<file path="config.mk">
export PLATFORM = sky130hd
export DESIGN_NAME = amd_address_map_decoder
export DESIGN_NICKNAME = d
export VERILOG_FILES = /design/src/verilog/amd_pkg.sv /design/src/verilog/amd_address_map_decoder.sv /design/src/verilog/amd_region_decode.sv
export VERILOG_INCLUDE_DIRS = /design/src /design/src/verilog
export SDC_FILE = /design/constraint.sdc
export NUM_CORES = 1
export LEC_CHECK = 0
export BUFFER_PORTS_ARGS = -buffer_cell sky130_fd_sc_hd__buf_2
export CAP_MARGIN = 15
export CORE_AREA = 2 2 166 168
export DETAILED_ROUTE_END_ITERATION = 8
export DIE_AREA = 0 0 168 170
export PLACE_DENSITY_LB_ADDON = 0.3
export SLEW_MARGIN = 20
export SYNTH_ARGS = -nofsm -noshare
export SYNTH_HDL_FRONTEND = slang
export SYNTH_SLANG_ARGS = --single-unit
</file>
<file path="constraint.sdc">
create_clock -name clk_sys_in -period 4 [get_ports clk_sys_in]
set_input_delay 1 -clock clk_sys_in [delete_from_list [all_inputs] [get_ports clk_sys_in]]
set_output_delay 1 -clock clk_sys_in [all_outputs]
set_load 0.005 [all_outputs]
</file>
<file path="src/verilog/amd_params.svh">
/*
  address map decoder constants: range bounds, reset fetch address,
  access timing and opcode values.
  assumes inclusion by bare name from the modules.
*/
`ifndef AMD_PARAMS_SVH
`define AMD_PARAMS_SVH

`define AMD_RESET_FETCH_ADDR  24'hFF_2080
`define AMD_RST_OPCODE        8'hFF
`define AMD_EXT_ADDR_W        20
`define AMD_PAGE_FF           8'hFF
`define AMD_PAGE_00           8'h00
`define AMD_MIRROR_LO         16'hF800
`define AMD_ICE_LO            16'h0000
`define AMD_ICE_HI            16'h03FF
`define AMD_PROG_LO           16'h2080
`define AMD_SPM_LO            16'h2000
`define AMD_CORE_HI           24'h00_0019
`define AMD_LREG_HI           24'h00_00FF
`define AMD_UREG_HI           24'h00_01FF
`define AMD_RSVREG_HI         24'h00_03FF
`define AMD_EXTA_HI           24'h00_1BFF
`define AMD_RSVSFR_HI         24'h00_1EFF
`define AMD_SFR_HI            24'h00_1FFF
`define AMD_EXTB_HI           24'h00_EFFF
`define AMD_EXTW_HI           24'h00_F7FF
`define AMD_CRAM_HI           24'h00_FFFF
`define AMD_EXTP_LO           8'h01
`define AMD_EXTP_HI           8'h0E
`define AMD_WAIT_REG          2'h0
`define AMD_WAIT_CRAM         2'h2
`define AMD_WAIT_EXT          2'h3
`define AMD_CS_COUNT          6

`endif

</file>
<file path="src/verilog/amd_pkg.sv">
/*
  address map decoder types.
  assumes amd_params.svh is on the include path.
*/
`default_nettype none
package amd_pkg;
  typedef enum logic [2:0] {
    AMD_TGT_REG,
    AMD_TGT_CRAM,
    AMD_TGT_SFR,
    AMD_TGT_EXT,
    AMD_TGT_RSV
  } amd_target_t;

  typedef enum {
    AMD_ST_RESET,
    AMD_ST_CFG,
    AMD_ST_RUN
  } amd_state_t;
endpackage
`default_nettype wire

</file>
<file path="src/verilog/amd_address_map_decoder.sv">
/*
  address map decoder: steers each core access to a target, drives
  the 20-bit external address, handles reset fetch, opcode traps and
  code mode capture.
  assumes a core that holds access_req_in until access_done_out, and
  that the config byte arrives once after reset on config_byte_valid_in.
*/
`timescale 1ns/100ps
`default_nettype none
`include "amd_params.svh"
module amd_address_map_decoder
  import amd_pkg::*;
#(
  parameter int CS_COUNT = `AMD_CS_COUNT
) (
  input  wire logic                clk_sys_in,
  input  wire logic                rst_n_in,
  input  wire logic                access_req_in,
  input  wire logic [23:0]         access_addr_in,
  input  wire logic                access_fetch_in,
  input  wire logic                access_direct_in,
  input  wire logic                access_extended_in,
  input  wire logic                access_window_in,
  input  wire logic                access_window2_in,
  input  wire logic                opcode_valid_in,
  input  wire logic [7:0]          opcode_in,
  input  wire logic                opcode_implemented_in,
  input  wire logic                config_byte_valid_in,
  input  wire logic [7:0]          config_byte_in,
  input  wire logic [CS_COUNT-1:0] cs_enable_in,
  input  wire logic [CS_COUNT*24-1:0] cs_base_in,
  input  wire logic [CS_COUNT*24-1:0] cs_mask_in,
  output logic                     sel_reg_out,
  output logic                     sel_cram_out,
  output logic                     sel_sfr_out,
  output logic                     sel_ext_out,
  output logic                     sel_rsv_out,
  output logic                     rsv_access_flag_out,
  output logic                     mode_violation_out,
  output logic [19:0]              external_address_pins_out,
  output logic [3:0]               ext_page_out,
  output logic [15:0]              ext_page_offset_out,
  output logic                     ext_strobe_out,
  output logic                     default_chip_select_n_out,
  output logic [CS_COUNT-1:0]      chip_select_n_out,
  output logic                     access_done_out,
  output logic                     first_fetch_out,
  output logic [23:0]              first_fetch_addr_out,
  output logic                     core_reset_req_out,
  output logic                     unimpl_opcode_irq_out,
  output logic                     code_mode_config_bit_out,
  output logic                     config_loaded_out
);
  amd_target_t tgt;
  amd_target_t tgt_eff;
  logic        overlay_page;
  logic        ice_slot;
  logic        core_direct_only;
  logic        window2_ok;
  logic        window_any_ok;
  logic        code_fetch_ok;
  logic        illegal_mode;
  logic        violation;
  amd_state_t  state_reg;
  logic        code_mode_reg;
  logic [1:0]  wait_reg;
  logic [1:0]  wait_next;
  logic        busy_reg;
  logic [CS_COUNT-1:0] cs_hit;

  amd_region_decode u_region (
    .addr_in                 (access_addr_in),
    .code_mode_config_bit_in (code_mode_reg),
    .target_out              (tgt),
    .core_direct_only_out    (core_direct_only),
    .window2_ok_out          (window2_ok),
    .window_any_ok_out       (window_any_ok),
    .code_fetch_ok_out       (code_fetch_ok)
  );

  // post-reset sequence: fetch config then run
  always_ff @(posedge clk_sys_in) begin
    if (!rst_n_in) begin
      state_reg <= AMD_ST_RESET;
    end else begin
      case (state_reg)
        AMD_ST_RESET: state_reg <= AMD_ST_CFG;
        AMD_ST_CFG: begin
          if (config_byte_valid_in)
            state_reg <= AMD_ST_RUN;
        end
        AMD_ST_RUN: state_reg <= AMD_ST_RUN;
        default: state_reg <= AMD_ST_RESET;
      endcase
    end
  end

  // code mode captured once, frozen until reset
  always_ff @(posedge clk_sys_in) begin
    if (!rst_n_in)
      code_mode_reg <= 1'b0;
    else if (state_reg == AMD_ST_CFG && config_byte_valid_in)
      code_mode_reg <= config_byte_in[1];
  end

  assign code_mode_config_bit_out = code_mode_reg;
  assign config_loaded_out = (state_reg == AMD_ST_RUN);

  // overlay pages reach the bus only through a programmed chip select
  assign overlay_page = (access_addr_in[23:16] > `AMD_EXTP_HI) &&
                        (access_addr_in[23:16] != `AMD_PAGE_FF);
  assign ice_slot = (access_addr_in[19:16] == 4'hF) &&
                    (access_addr_in[15:0] <= `AMD_ICE_HI);
  assign tgt_eff = (tgt == AMD_TGT_RSV && overlay_page && !ice_slot &&
                    (|cs_hit)) ? AMD_TGT_EXT : tgt;

  // one-hot target selects
  assign sel_reg_out  = (tgt_eff == AMD_TGT_REG);
  assign sel_cram_out = (tgt_eff == AMD_TGT_CRAM);
  assign sel_sfr_out  = (tgt_eff == AMD_TGT_SFR);
  assign sel_ext_out  = (tgt_eff == AMD_TGT_EXT);
  assign sel_rsv_out  = (tgt_eff == AMD_TGT_RSV);

  // addressing mode checks against the region
  always_comb begin
    illegal_mode = 1'b0;
    if (core_direct_only && !access_direct_in)
      illegal_mode = 1'b1;
    if (access_window2_in && !window2_ok)
      illegal_mode = 1'b1;
    if (access_window_in && !window_any_ok)
      illegal_mode = 1'b1;
    if (access_addr_in[23:16] != `AMD_PAGE_00 && !access_extended_in &&
        !access_fetch_in)
      illegal_mode = 1'b1;
    if (access_fetch_in && !code_fetch_ok)
      illegal_mode = 1'b1;
  end

  assign violation = illegal_mode || sel_rsv_out;
  assign rsv_access_flag_out = access_req_in && sel_rsv_out;
  assign mode_violation_out  = access_req_in && illegal_mode;

  // access latency per target
  always_comb begin
    case (tgt_eff)
      AMD_TGT_CRAM: wait_next = `AMD_WAIT_CRAM;
      AMD_TGT_EXT:  wait_next = `AMD_WAIT_EXT;
      default:      wait_next = `AMD_WAIT_REG;
    endcase
  end

  always_ff @(posedge clk_sys_in) begin
    if (!rst_n_in) begin
      busy_reg <= 1'b0;
      wait_reg <= 2'h0;
    end else if (!busy_reg) begin
      if (access_req_in && !access_done_out) begin
        busy_reg <= (wait_next != `AMD_WAIT_REG);
        wait_reg <= wait_next;
      end
    end else if (wait_reg == 2'h1) begin
      busy_reg <= 1'b0;
      wait_reg <= 2'h0;
    end else begin
      wait_reg <= wait_reg - 2'h1;
    end
  end

  assign access_done_out = access_req_in &&
    ((!busy_reg && (wait_next == `AMD_WAIT_REG || violation)) ||
     (busy_reg && wait_reg == 2'h1));

  // only external, legal accesses reach the bus
  assign ext_strobe_out = access_req_in && sel_ext_out && !illegal_mode &&
                          (state_reg != AMD_ST_RESET);

  // low 20 bits out; upper nibble dropped so pages alias
  always_ff @(posedge clk_sys_in) begin
    if (!rst_n_in) begin
      external_address_pins_out <= 20'h0_0000;
    end else if (ext_strobe_out) begin
      external_address_pins_out <=
        access_addr_in[`AMD_EXT_ADDR_W-1:0];
    end
  end

  assign ext_page_out        = external_address_pins_out[19:16];
  assign ext_page_offset_out = external_address_pins_out[15:0];

  // full 24-bit chip select compare per output
  generate
    for (genvar i = 0; i < CS_COUNT; i++) begin : g_cs
      assign cs_hit[i] = cs_enable_in[i] &&
        (((access_addr_in ^ cs_base_in[i*24 +: 24]) &
          cs_mask_in[i*24 +: 24]) == 24'h00_0000);
    end
  endgenerate

  always_ff @(posedge clk_sys_in) begin
    if (!rst_n_in)
      chip_select_n_out <= {CS_COUNT{1'b1}};
    else if (ext_strobe_out)
      chip_select_n_out <= ~cs_hit;
    else if (!access_req_in)
      chip_select_n_out <= {CS_COUNT{1'b1}};
  end

  // default chip select active out of reset; once config loads, each external access leaves it active only when no chip select hits
  always_ff @(posedge clk_sys_in) begin
    if (!rst_n_in)
      default_chip_select_n_out <= 1'b0;
    else if (state_reg == AMD_ST_RUN && ext_strobe_out)
      default_chip_select_n_out <= ~(cs_hit == '0);
  end

  always_ff @(posedge clk_sys_in) begin
    if (!rst_n_in)
      first_fetch_out <= 1'b1;
    else if (state_reg == AMD_ST_RUN)
      first_fetch_out <= 1'b0;
  end

  assign first_fetch_addr_out = `AMD_RESET_FETCH_ADDR;

  // opcode traps
  always_ff @(posedge clk_sys_in) begin
    if (!rst_n_in) begin
      core_reset_req_out    <= 1'b0;
      unimpl_opcode_irq_out <= 1'b0;
    end else begin
      core_reset_req_out <= opcode_valid_in &&
        (opcode_in == `AMD_RST_OPCODE);
      unimpl_opcode_irq_out <= opcode_valid_in &&
        (opcode_in != `AMD_RST_OPCODE) &&
        !opcode_implemented_in;
    end
  end
endmodule
`default_nettype wire

</file>
<file path="src/verilog/amd_region_decode.sv">
/*
  combinational region decode of a 24-bit internal address.
  assumes the code mode bit is stable while an access is decoded.
*/
`timescale 1ns/100ps
`default_nettype none
`include "amd_params.svh"
module amd_region_decode
  import amd_pkg::*;
(
  input  wire logic [23:0] addr_in,
  input  wire logic        code_mode_config_bit_in,
  output amd_target_t      target_out,
  output logic             core_direct_only_out,
  output logic             window2_ok_out,
  output logic             window_any_ok_out,
  output logic             code_fetch_ok_out
);
  logic [7:0]  page;
  logic [15:0] offs;

  assign page = addr_in[23:16];
  assign offs = addr_in[15:0];

  always_comb begin
    target_out = AMD_TGT_RSV;
    if (page == `AMD_PAGE_00) begin
      if (addr_in <= `AMD_CORE_HI)
        target_out = AMD_TGT_REG;
      else if (addr_in <= `AMD_LREG_HI)
        target_out = AMD_TGT_REG;
      else if (addr_in <= `AMD_UREG_HI)
        target_out = AMD_TGT_REG;
      else if (addr_in <= `AMD_RSVREG_HI)
        target_out = AMD_TGT_RSV;
      else if (addr_in <= `AMD_EXTA_HI)
        target_out = AMD_TGT_EXT;
      else if (addr_in <= `AMD_RSVSFR_HI)
        target_out = AMD_TGT_RSV;
      else if (addr_in <= `AMD_SFR_HI)
        target_out = AMD_TGT_SFR;
      else if (addr_in <= `AMD_EXTB_HI)
        target_out = AMD_TGT_EXT;
      else if (addr_in <= `AMD_EXTW_HI)
        target_out = AMD_TGT_EXT;
      else
        target_out = AMD_TGT_CRAM;
    end else if (page >= `AMD_EXTP_LO && page <= `AMD_EXTP_HI) begin
      if (offs <= `AMD_ICE_HI && page[3:0] == 4'hF)
        target_out = AMD_TGT_RSV;
      else
        target_out = AMD_TGT_EXT;
    end else if (page == `AMD_PAGE_FF) begin
      if (offs <= `AMD_ICE_HI)
        target_out = AMD_TGT_RSV;
      else if (offs >= `AMD_MIRROR_LO)
        target_out = code_mode_config_bit_in ? AMD_TGT_CRAM
                                             : AMD_TGT_EXT;
      else
        target_out = AMD_TGT_EXT;
    end else begin
      target_out = AMD_TGT_RSV;
    end
  end

  assign core_direct_only_out = (addr_in <= `AMD_CORE_HI);
  assign window2_ok_out = (page == `AMD_PAGE_00) &&
    ((addr_in > `AMD_EXTB_HI) ||
     (addr_in > `AMD_RSVSFR_HI && addr_in <= `AMD_SFR_HI) ||
     (addr_in > `AMD_LREG_HI && addr_in <= `AMD_UREG_HI));
  assign window_any_ok_out = (page == `AMD_PAGE_00) &&
    ((addr_in > `AMD_RSVSFR_HI && addr_in <= `AMD_SFR_HI) ||
     (addr_in > `AMD_LREG_HI && addr_in <= `AMD_UREG_HI));
  // 64k mode: fetch only from page ff
  assign code_fetch_ok_out = code_mode_config_bit_in ?
    (page == `AMD_PAGE_FF) : 1'b1;
endmodule
`default_nettype wire
</file>
==> results of run 1 <==
## synth_stat cells (3+ instances only)
cell type    n  area (um2)
xor2_1     144        1260
a22oi_1    108         811
buf_4       52         390
nand4_1     39         244
dfxtp_1     36         721
o211ai_1    27         203
nand2_1     24        90.1
buf_2       21         105
a21oi_1     17        85.1
inv_1       15        56.3
nor2_1      15        56.3
o21ai_0     15        75.1
a222oi_1    12         120
o21ai_2     11        96.3
a21oi_2     10        87.6
nor4_1       8        50.1
nand3_1      7        35.0
nor3_1       7        35.0
and2_1       5        31.3
buf_6        5        56.3
clkbuf_1     5        18.8
nor2b_1      5        31.3
nor4b_1      5        43.8
a21o_1       4        30.0
a22o_1       4        35.0
ha_1         4        50.1
o21ai_1      4        20.0
nor3b_1      3        22.5
## routing by layer
metal  track usage  wire length, um  vias to the layer above  share of wire
met3        0.0579             2770                       63          0.081
li1              -                -                     3394              -
met4        0.0749             1210                        6          0.035
met5             0               39                        -         0.0011
met1         0.267            13400                     3365           0.39
met2         0.409            16800                      364           0.49
## cell families after synthesis
kind of cell | after synthesis
xor gates and xnor gates | 144
buffers and inverters | 100
and+or+nand+nor | 130
adders and majority gates | 4
other | 2
DFF | 36
AOI/OAI and AO/OA | 228
muxes | 2
## power by group
group / total (uW) / switching, uW / internal, uW
Sequential: 385 / 11.3 / 374
Clock: 411 / 149 / 262
Combinational: 988 / 514 / 474
## through the flow
stage	std cells	instance area [um2]	hold WS [ns]	util	total power, uW
after floorplan	668	5270	0.448	-	799
after global placement	1470	8290	0.439	0.311	1290
after detailed placement	1470	8290	0.451	0.311	1290
after CTS	1482	8780	0.457	0.329	1740
after global routing	1494	9180	0.476	0.345	1890
final	1494	9180	0.451	0.345	1780
## area by class of cell
class | count | share of cell area
Antenna cell | 2 | 0.000545
Clock buffer | 7 | 0.0166
Inverter | 15 | 0.00613
Multi-Input combinational cell | 532 | 0.472
Sequential cell | 36 | 0.0785
Tap cell | 341 | 0.0465
Timing Repair Buffer | 561 | 0.380
## timing repair
item,in CTS,in global routing
endpoints found under the setup margin,6,6
gates resized for setup,60,60
buffers inserted,7,13
hold endpoints to repair,0,0
hold buffers,0,0
pin swaps,31,41
## tightest hold or removal path: cells and delay by family, from the launching register on
| kind | cells | cell delay, ns |
|---|---|---|
| AO/OA/AOI/OAI | 1 | 0.05 |
| flip-flops | 1 | 0.31 |
| AND/OR/NAND/NOR | 1 | 0.05 |
## final timing paths
kind | end | start | slack (ns) | cells after the start
worst max-delay path | access_done_out | access_addr_in[4] | -0.17 | 12
worst min-delay path | default_chip_select_n_out$_SDFFE_PN0P_ | default_chip_select_n_out$_SDFFE_PN0P_ | 0.45 | 2
worst max register to register | chip_select_n_out[1]$_SDFFE_PN1P_ | code_mode_config_bit_out$_SDFFE_PN0P_ | 2.08 | 8
worst min register to register | default_chip_select_n_out$_SDFFE_PN0P_ | default_chip_select_n_out$_SDFFE_PN0P_ | 0.45 | 2
==> summary.txt, run 1 <==
Outcome - complete, but fails checks
Failing checks - setup timing
Filler instances - 2903
First-pass DRT Iterations - 5
CP max-delay cell - nor4b_4
H-tree levels - 2
Area of the multi-input gates - 4340 um2
Final setup fails - 3
Worst setup margin - -0.168 ns
Area growth, synth to finish - 77.1%
Mapped Area - 5180 um2
Rows - 60
Final nets - 1500
DR iter-0 viols - 511
TNS Setup - -0.303 ns
Die Width - 168 um
Pre-CTS WS - -0.579 ns
Slew Limit Fails - 0
Clock period minus worst slack - 4.17 ns
Core ar. - 26700 um2
Final hold violations - 0
Hold Crit Class - register to register
Antenna violations before repair - 5
Clk sinks - 36
Post-synth ARST share - 0
Largest net degree at the start of global routing - 30
Syn Inst Count - 646
Layout cells sized above 1 - 0.564
Residual DRC - 0
Total Die Area - 28600 um2
Routability cong. - 0.922
Syn_area_per_cell - 8.03 um2
Root buffer cell - clkbuf_16
PortBufs - 398
RSZ-0062 raised after global routing - true
First-pass GRT wire length - 47400 um
Total CTS buffers - 5
Fmax - 0.240 GHz
Starting density of the core - 0.195
Peak VDD IR - 0.000138 V
Startpoint types - input pin
Pleak - 0.00442 uW
Adder-cell share of the synthesized area - 0.00965
Largest register by flop count - external_address_pins_out
Most frequent cells in the layout - buf_2 (377), buf_4 (149), xor2_1 (132)
Post-synth EDFFs - 0
PwrDens - 194 nW/um2
Clock transition at the registers of the reported paths - 0.06 ns
Max cap viols - 0
Yosys reg bits - 36
Longest Clk Path Bufs - 2
CP required - 3.00 ns
Synth warn - 0
Share of the clock period used by the worst path - 1.04
Sequential share of the synthesized area - 0.139
Routed vias - 7192
Critical path class - input pin to output port
CTS tree - built
Top flop regs - external_address_pins_out x20, chip_select_n_out x6
Post-Route WL - 34200 um
Number of global-route vias before repair - 7350
Vias per cell - 4.81
Routed Antenna Nets - 0
Gr usage total - 0.229
Critical path data arrival time - 3.17 ns
Xor and xnor area share after synthesis - 0.243
Die Ht - 170 um
WP buf/inv - 4
Crit path max fanout - 4
Critical Path Sink Type - output port
Post-synthesis compound-gate area fraction - 0.331
Mux share of post-synthesis cell area - 0.00386
Final Skew - 0.00376 ns
Top_reg_cell synth - dfxtp_1
Kind of cell adding the most delay to the critical path - simple AND/OR/NAND/NOR gates
WL/cell - 22.9 um
I/O pins - 430
Register Area - 721 um2
Largest family of logic cells by synthesized area - compound AO/OA/AOI/OAI gates
Unique masters post-synth - 54
Overflow after GRT - 0
Worst stage delay on the critical path - 0.45 ns
Commonest non-fill, non-tap cell in the layout - buf_2
Max reg flops - 20
Most frequent CP cell - buf_2
Post-DP HPWL - 29000 um
Synth Area in Simple Gates - 0.146
Clock insertion delay at the later pin of the skew report - 0.28 ns
Crit-path cells - buf_2, buf_8, xor2_2, a22oi_2, nand4_1, nor4b_4, buf_4, nor4_4, a21oi_4, nor2_2, o311a_1, buf_2
No activity file was read; power rests on OpenSTA's default activity.
==> inputs of run 2 (changes only) <==
Settings changed: CAP_MARGIN 15 to 20, CORE_AREA 2 2 166 168 to 2 2 169 171, CTS_BUF_LIST set to sky130_fd_sc_hd__clkbuf_8, DIE_AREA 0 0 168 170 to 0 0 171 173.
==> run 2 against run 1 <==
Final cell count up 0.80%. Non-clock buffer count down 26. Clock skew down 0.0015 ns. Via count down 0.42%. Clock-buffer cell count unchanged. Sequential cell count unchanged. Setup slack better by 0.13 ns. Maximum frequency up 3.2%. Hold slack better by 0.022 ns. Sequential share of layout area up 0.10 points. Largest power group unchanged. The run still ends with setup timing left. Design area down 1.3%. Critical path type unchanged.
==> summary.txt, run 2 (same netlist as run 1, synthesis figures left out) <==
Startpoint types - input pin (unchanged)
Top flop regs - external_address_pins_out x20, chip_select_n_out x6 (unchanged)
Pre-CTS WS - -0.532 ns (was -0.579 ns)
PortBufs - 398 (unchanged)
Routed Antenna Nets - 0 (unchanged)
Vias per cell - 4.76 (was 4.81)
Final non-filler cell total - 1506 (was 1494)
Post-Route WL - 34600 um (was 34200 um)
Fmax - 0.248 GHz (was 0.240 GHz)
Switching part of the total - 0.385 (was 0.378)
CTS tree - built (unchanged)
Antenna violations before repair - 7 (was 5)
Final nets - 1474 (was 1500)
Commonest non-fill, non-tap cell in the layout - buf_2 (unchanged)
Worst setup margin - -0.0375 ns (was -0.168 ns)
Crit-path cells - buf_6, buf_12, xor2_2, a22oi_1, nand4_1, nor4b_4, buf_4, nor4_4, a21oi_4, buf_4, nor2_4, and2_1, buf_2 (was buf_2, buf_8, xor2_2, a22oi_2, nand4_1, nor4b_4, buf_4, nor4_4, a21oi_4, nor2_2, o311a_1, buf_2)
Final Skew - 0.00225 ns (was 0.00376 ns)
Outcome - complete, but fails checks (unchanged)
Worst stage delay on the critical path - 0.40 ns (was 0.45 ns)
Total CTS buffers - 5 (unchanged)
Net switching power figure - 658 uW (was 674 uW)
Comb pwr share - 0.564 (was 0.554)
Slew Limit Fails - 0 (unchanged)
Pleak - 0.00429 uW (was 0.00442 uW)
Share of the clock period used by the worst path - 1.01 (was 1.04)
RSZ-0062 raised after global routing - true (unchanged)
DR iter-0 viols - 553 (was 511)
Core ar. - 27600 um2 (was 26700 um2)
Pwr Total - 1710 uW (was 1780 uW)
Max reg flops - 20 (unchanged)
Die Width - 171 um (was 168 um)
Peak VDD IR - 0.000115 V (was 0.000138 V)
Clock insertion delay at the later pin of the skew report - 0.29 ns (was 0.28 ns)
Post-DP HPWL - 29600 um (was 29000 um)
Routed vias - 7162 (was 7192)
Layout cells sized above 1 - 0.560 (was 0.564)
Critical Path Sink Type - output port (unchanged)
Clk sinks - 36 (unchanged)
Routability cong. - 0.935 (was 0.922)
WL/cell - 23.0 um (was 22.9 um)
Post-route cell area - 9060 um2 (was 9180 um2)
Failing checks - setup timing (unchanged)
Number of global-route vias before repair - 7309 (was 7350)
Longest Clk Path Bufs - 2 (unchanged)
Largest net degree at the start of global routing - 29 (was 30)
Gr usage total - 0.223 (was 0.229)
Residual DRC - 0 (unchanged)
Die Ht - 173 um (was 170 um)
Most frequent CP cell - buf_4 (was buf_2)
Area growth, synth to finish - 74.8% (was 77.1%)
CTS hold repair buffers - 0 (unchanged)
Int Pwr - 1050 uW (was 1110 uW)
Kind of cell adding the most delay to the critical path - simple AND/OR/NAND/NOR gates (unchanged)
Final Util - 0.328 (was 0.345)
Clk pwr share - 0.211 (was 0.230)
Critical path data arrival time - 3.04 ns (was 3.17 ns)
CP max-delay cell - nor4b_4 (unchanged)
Root buffer cell - clkbuf_8 (was clkbuf_16)
Critical path class - input pin to output port (unchanged)
WP buf/inv - 5 (was 4)
Clock period minus worst slack - 4.04 ns (was 4.17 ns)
PwrDens - 188 nW/um2 (was 194 nW/um2)
H-tree levels - 2 (unchanged)
Total Die Area - 29600 um2 (was 28600 um2)
Most frequent cells in the layout - buf_2 (376), xor2_1 (129), buf_4 (118) (was buf_2 (377), buf_4 (149), xor2_1 (132))
Rows - 61 (was 60)
Largest register by flop count - external_address_pins_out (unchanged)
Cell Area, Placed - 8240 um2 (was 8290 um2)
Final setup fails - 3 (unchanged)
Sequential power share - 0.225 (was 0.216)
Overflow after GRT - 0 (unchanged)
First-pass DRT Iterations - 5 (unchanged)
First-pass GRT wire length - 47600 um (was 47400 um)
I/O pins - 430 (unchanged)
Final hold violations - 0 (unchanged)
Placed Cells - 1491 (was 1470)
Hold Crit Class - register to register (unchanged)
Starting density of the core - 0.188 (was 0.195)
CP required - 3.00 ns (about the same)
Clock transition at the registers of the reported paths - 0.08 ns (was 0.06 ns)
Max cap viols - 0 (unchanged)
Crit path max fanout - 3 (was 4)
==> run 2: cell count changes in the layout (fill, tap and decap cells not counted), moves of 5 or more <==
| cell | change |
|---|---|
| buf_4 | -31 |
| a22oi_1 | -5 |
| a22oi_2 | +5 |
| clkbuf_8 | +5 |
| buf_6 | +5 |
| clkbuf_16 | -5 |
==> run 2: final timing paths <==
check	start	to	slack, ns	depth (start not counted)
hold / removal	external_address_pins_out[18]$_SDFFE_PN0P_	external_address_pins_out[18]$_SDFFE_PN0P_	0.47	2
setup / recovery	access_addr_in[9]	rsv_access_flag_out	-0.04	13
setup reg to reg	code_mode_config_bit_out$_SDFFE_PN0P_	chip_select_n_out[1]$_SDFFE_PN1P_	1.93	8
hold reg to reg	external_address_pins_out[18]$_SDFFE_PN0P_	external_address_pins_out[18]$_SDFFE_PN0P_	0.47	2
==> run 2: routing by layer <==
metal | GRT usage | vias to the layer above | share of wire
met1 | 0.281 | 3350 | 0.41
met2 | 0.380 | 394 | 0.48
met3 | 0.0451 | 72 | 0.069
li1 | - | 3342 | -
met5 | 0 | - | 0.00078
met4 | 0.0657 | 4 | 0.038
==> run 2: through the flow <==
stage / hold WS, ns / TNS (ns)
floorplan: 0.448 / 0
global placement: 0.461 / -2.19
detailed placement: 0.463 / -2.02
CTS: 0.477 / -0.0623
global route: 0.503 / -0.329
finish: 0.474 / -0.0796
==> run 2: cell type report <==
cell class	count	area [um2]
tap	378	473
multi-input combinational	532	4350
clock buffer	7	96.3
sequential	36	721
timing repair buffer	535	3330
inverter	15	56.3
antenna	2	5.00
clock inverter	1	30.0
fill	3041	18600
==> run 2: worst register-to-register path, cell delays in order (launching register included) <==
cell,delay (ns)
dfxtp_1,0.43
nor2_1,0.08
a21oi_1,0.19
o311ai_2,0.13
and2_1,0.22
o21ai_2,0.22
buf_4,0.39
o21ai_0,0.15
a21o_1,0.17
==> run 2: power by group through the flow <==
stage / clock [uW] / sequential, uW / combinational (uW)
after floorplan: 0 / 391 / 408
after global placement: 0 / 392 / 875
after detailed placement: 0 / 393 / 870
after CTS: 367 / 384 / 922
after global routing: 379 / 387 / 1030
final: 361 / 384 / 964
==> run 2: what timing repair did <==
action	in CTS	in global routing
resized for setup	86	51
pin swaps	45	37
setup buffers	3	7
endpoints found under the setup margin	5	4
==> inputs of run 3 (changes only) <==
Settings changed: REMOVE_ABC_BUFFERS set to 1, SLEW_MARGIN 20 to unset.
==> run 3 against run 2 <==
The run still ends with setup timing left. Non-clock buffer count fell by 3. Combinational power fell by 0.6%. Final cell count shrank 0.33%. Clock skew up 0.0033 ns. Critical path depth is 2 lower. Hold slack worse by 0.0076 ns. Largest cell class unchanged. Highest routed layer unchanged. Sequential cell count unchanged. Total power decreased by 6.3%. Setup slack got worse by 0.055 ns. Utilization is 0.56 points higher. Routed wire length fell by 2.4%.
==> summary.txt, run 3 (same netlist as run 1, synthesis figures left out) <==
Outcome - complete, but fails checks (unchanged)
Failing checks - setup timing (unchanged)
Largest register by flop count - external_address_pins_out (unchanged)
H-tree levels - 2 (unchanged)
Commonest non-fill, non-tap cell in the layout - buf_2 (unchanged)
Critical Path Sink Type - output port (unchanged)
Final nets - 1471 (was 1474)
Slew Limit Fails - 0 (unchanged)
Fin Hold WS - 0.466 ns (was 0.474 ns)
Pleak - 0.00431 uW (was 0.00429 uW)
Overflow after GRT - 0 (unchanged)
Crit path launch - access_addr_in[4] (was access_addr_in[9])
Final non-filler cell total - 1501 (was 1506)
CP required - 3.00 ns (about the same)
Filler instances - 3006 (was 3041)
Peak VDD IR - 0.000155 V (was 0.000115 V)
Routed Antenna Nets - 0 (unchanged)
Hold Crit Class - register to register (unchanged)
Routed vias - 7161 (was 7162)
Fmax - 0.244 GHz (was 0.248 GHz)
PortBufs - 398 (unchanged)
Worst setup margin - -0.0927 ns (was -0.0375 ns)
Most frequent CP cell - buf_2 (was buf_4)
Comb pwr share - 0.599 (was 0.564)
I/O pins - 430 (unchanged)
Post-Route WL - 33800 um (was 34600 um)
Longest Clk Path Bufs - 2 (unchanged)
Clk pwr share - 0.160 (was 0.211)
Pwr Total - 1600 uW (was 1710 uW)
Routability cong. - 0.943 (was 0.935)
Root buffer cell - clkbuf_8 (unchanged)
Largest net degree at the start of global routing - 29 (unchanged)
Critical path data arrival time - 3.09 ns (was 3.04 ns)
Sequential power share - 0.241 (was 0.225)
Post-DP HPWL - 27900 um (was 29600 um)
Max cap viols - 0 (unchanged)
Die Ht - 173 um (unchanged)
Residual DRC - 0 (unchanged)
CP max-delay cell - a222oi_1 (was nor4b_4)
Reg-to-reg slack, setup - 1.94 ns (was 1.93 ns)
First-pass DRT Iterations - 6 (was 5)
Antenna violations before repair - 4 (was 7)
Layout cells sized above 1 - 0.566 (was 0.560)
PwrDens - 174 nW/um2 (was 188 nW/um2)
Worst reg2reg endpoint - chip_select_n_out[1]$_SDFFE_PN1P_ (unchanged)
Crit path max fanout - 7 (was 3)
Clk sinks - 36 (unchanged)
CTS tree - built (unchanged)
Int Pwr - 948 uW (was 1050 uW)
Crit-path cells - buf_2, buf_12, xor2_1, a222oi_1, nor4b_4, buf_4, nor4_4, a21oi_4, nor2_2, o311a_1, buf_2 (was buf_6, buf_12, xor2_2, a22oi_1, nand4_1, nor4b_4, buf_4, nor4_4, a21oi_4, buf_4, nor2_4, and2_1, buf_2)
Critical path class - input pin to output port (unchanged)
Worst Reg-to-Reg Cells - 8 (unchanged)
Share of the clock period used by the worst path - 1.02 (was 1.01)
Clock period minus worst slack - 4.09 ns (was 4.04 ns)
WL/cell - 22.5 um (was 23.0 um)
Clock transition at the registers of the reported paths - 0.07 ns (was 0.08 ns)
Vias per cell - 4.77 (was 4.76)
Top flop regs - external_address_pins_out x20, chip_select_n_out x6 (unchanged)
Total Die Area - 29600 um2 (unchanged)
RSZ-0062 raised after global routing - true (unchanged)
CTS hold repair buffers - 0 (unchanged)
Final Skew - 0.00553 ns (was 0.00225 ns)
Gr usage total - 0.209 (was 0.223)
Final setup fails - 2 (was 3)
Area growth, synth to finish - 77.8% (was 74.8%)
Most frequent cells in the layout - buf_2 (375), xor2_1 (115), buf_4 (115) (was buf_2 (376), xor2_1 (129), buf_4 (118))
Die Width - 171 um (unchanged)
Core ar. - 27600 um2 (unchanged)
Placed Cells - 1474 (was 1491)
Startpoint types - input pin (unchanged)
Final hold violations - 0 (unchanged)
Total CTS buffers - 5 (unchanged)
Starting density of the core - 0.188 (unchanged)
DR iter-0 viols - 620 (was 553)
Worst stage delay on the critical path - 0.43 ns (was 0.40 ns)
Max reg flops - 20 (unchanged)
Worst Setup EP - access_done_out (was rsv_access_flag_out)
Number of global-route vias before repair - 7070 (was 7309)
Clock insertion delay at the later pin of the skew report - 0.29 ns (about the same)
Switching part of the total - 0.407 (was 0.385)
Net switching power figure - 651 uW (was 658 uW)
First-pass GRT wire length - 45300 um (was 47600 um)
Rows - 61 (unchanged)
Worst R2R Start - code_mode_config_bit_out$_SDFFE_PN0P_ (unchanged)
## run 3: how the worst min path moves through the flow
| stage | endpoint | slack, ns | depth (start not counted) | startpoint |
|---|---|---|---|---|
| 3_5_place_dp | default_chip_select_n_out$_SDFFE_PN0P_ | 0.45 | 2 | default_chip_select_n_out$_SDFFE_PN0P_ |
| 5_1_grt | external_address_pins_out[19]$_SDFFE_PN0P_ | 0.50 | 2 | external_address_pins_out[19]$_SDFFE_PN0P_ |
| 6_report | default_chip_select_n_out$_SDFFE_PN0P_ | 0.47 | 2 | default_chip_select_n_out$_SDFFE_PN0P_ |
| 4_1_cts | default_chip_select_n_out$_SDFFE_PN0P_ | 0.47 | 2 | default_chip_select_n_out$_SDFFE_PN0P_ |
| 3_3_place_gp | default_chip_select_n_out$_SDFFE_PN0P_ | 0.44 | 2 | default_chip_select_n_out$_SDFFE_PN0P_ |
| 2_1_floorplan | default_chip_select_n_out$_SDFFE_PN0P_ | 0.45 | 2 | default_chip_select_n_out$_SDFFE_PN0P_ |
## run 3: critical path: cells and delay by family
kind / cells / cell delay [ns]
xor gates and xnor gates: 1 / 0.18
AOI/OAI and AO/OA: 3 / 0.91
buffers and inverters: 4 / 0.59
and+or+nand+nor: 3 / 0.40
## run 3: through the flow
step	cell area [um2]	TNS, ns	util	setup WS [ns]
6_report	9220	-0.167	0.334	-0.0927
3_5_place_dp	8150	-3.01	0.295	-0.733
2_1_floorplan	4670	-0.130	-	-0.130
5_1_grt	9220	-0.461	0.334	-0.173
4_1_cts	8610	-0.398	0.312	-0.173
3_3_place_gp	8150	-3.09	0.295	-0.752
## run 3: layout make-up
| type | instances | area, um2 | area share |
|---|---|---|---|
| Sequential cell | 36 | 721 | 0.0782 |
| Clock inverter | 2 | 12.5 | 0.00136 |
| Tap cell | 378 | 473 | 0.0513 |
| Timing Repair Buffer | 532 | 3380 | 0.367 |
| Multi-Input combinational cell | 532 | 4500 | 0.488 |
| Inverter | 15 | 56.3 | 0.00611 |
| Clock buffer | 5 | 68.8 | 0.00746 |
| Antenna cell | 1 | 2.50 | 0.000271 |
## run 3: timing repair
item                                    CTS  global route
setup buffers                             9            13
resized for setup                        67            91
endpoints found under the setup margin    5             5
pin swaps                                38            49
## run 3: layer usage
metal | wire length [um] | share of wire | GRT usage | vias up
met5 | 40 | 0.0012 | 0 | -
met4 | 689 | 0.020 | 0.0311 | 6
li1 | - | - | - | 3321
met2 | 17100 | 0.51 | 0.389 | 326
met3 | 2070 | 0.061 | 0.0266 | 46
met1 | 13900 | 0.41 | 0.258 | 3462
## run 3: power groups by stage
stage,combinational [uW],sequential [uW],clock (uW)
final,958,385,256
after global routing,1030,388,276
after CTS,890,385,266
after detailed placement,841,393,0
after global placement,840,393,0
after floorplan,334,391,0
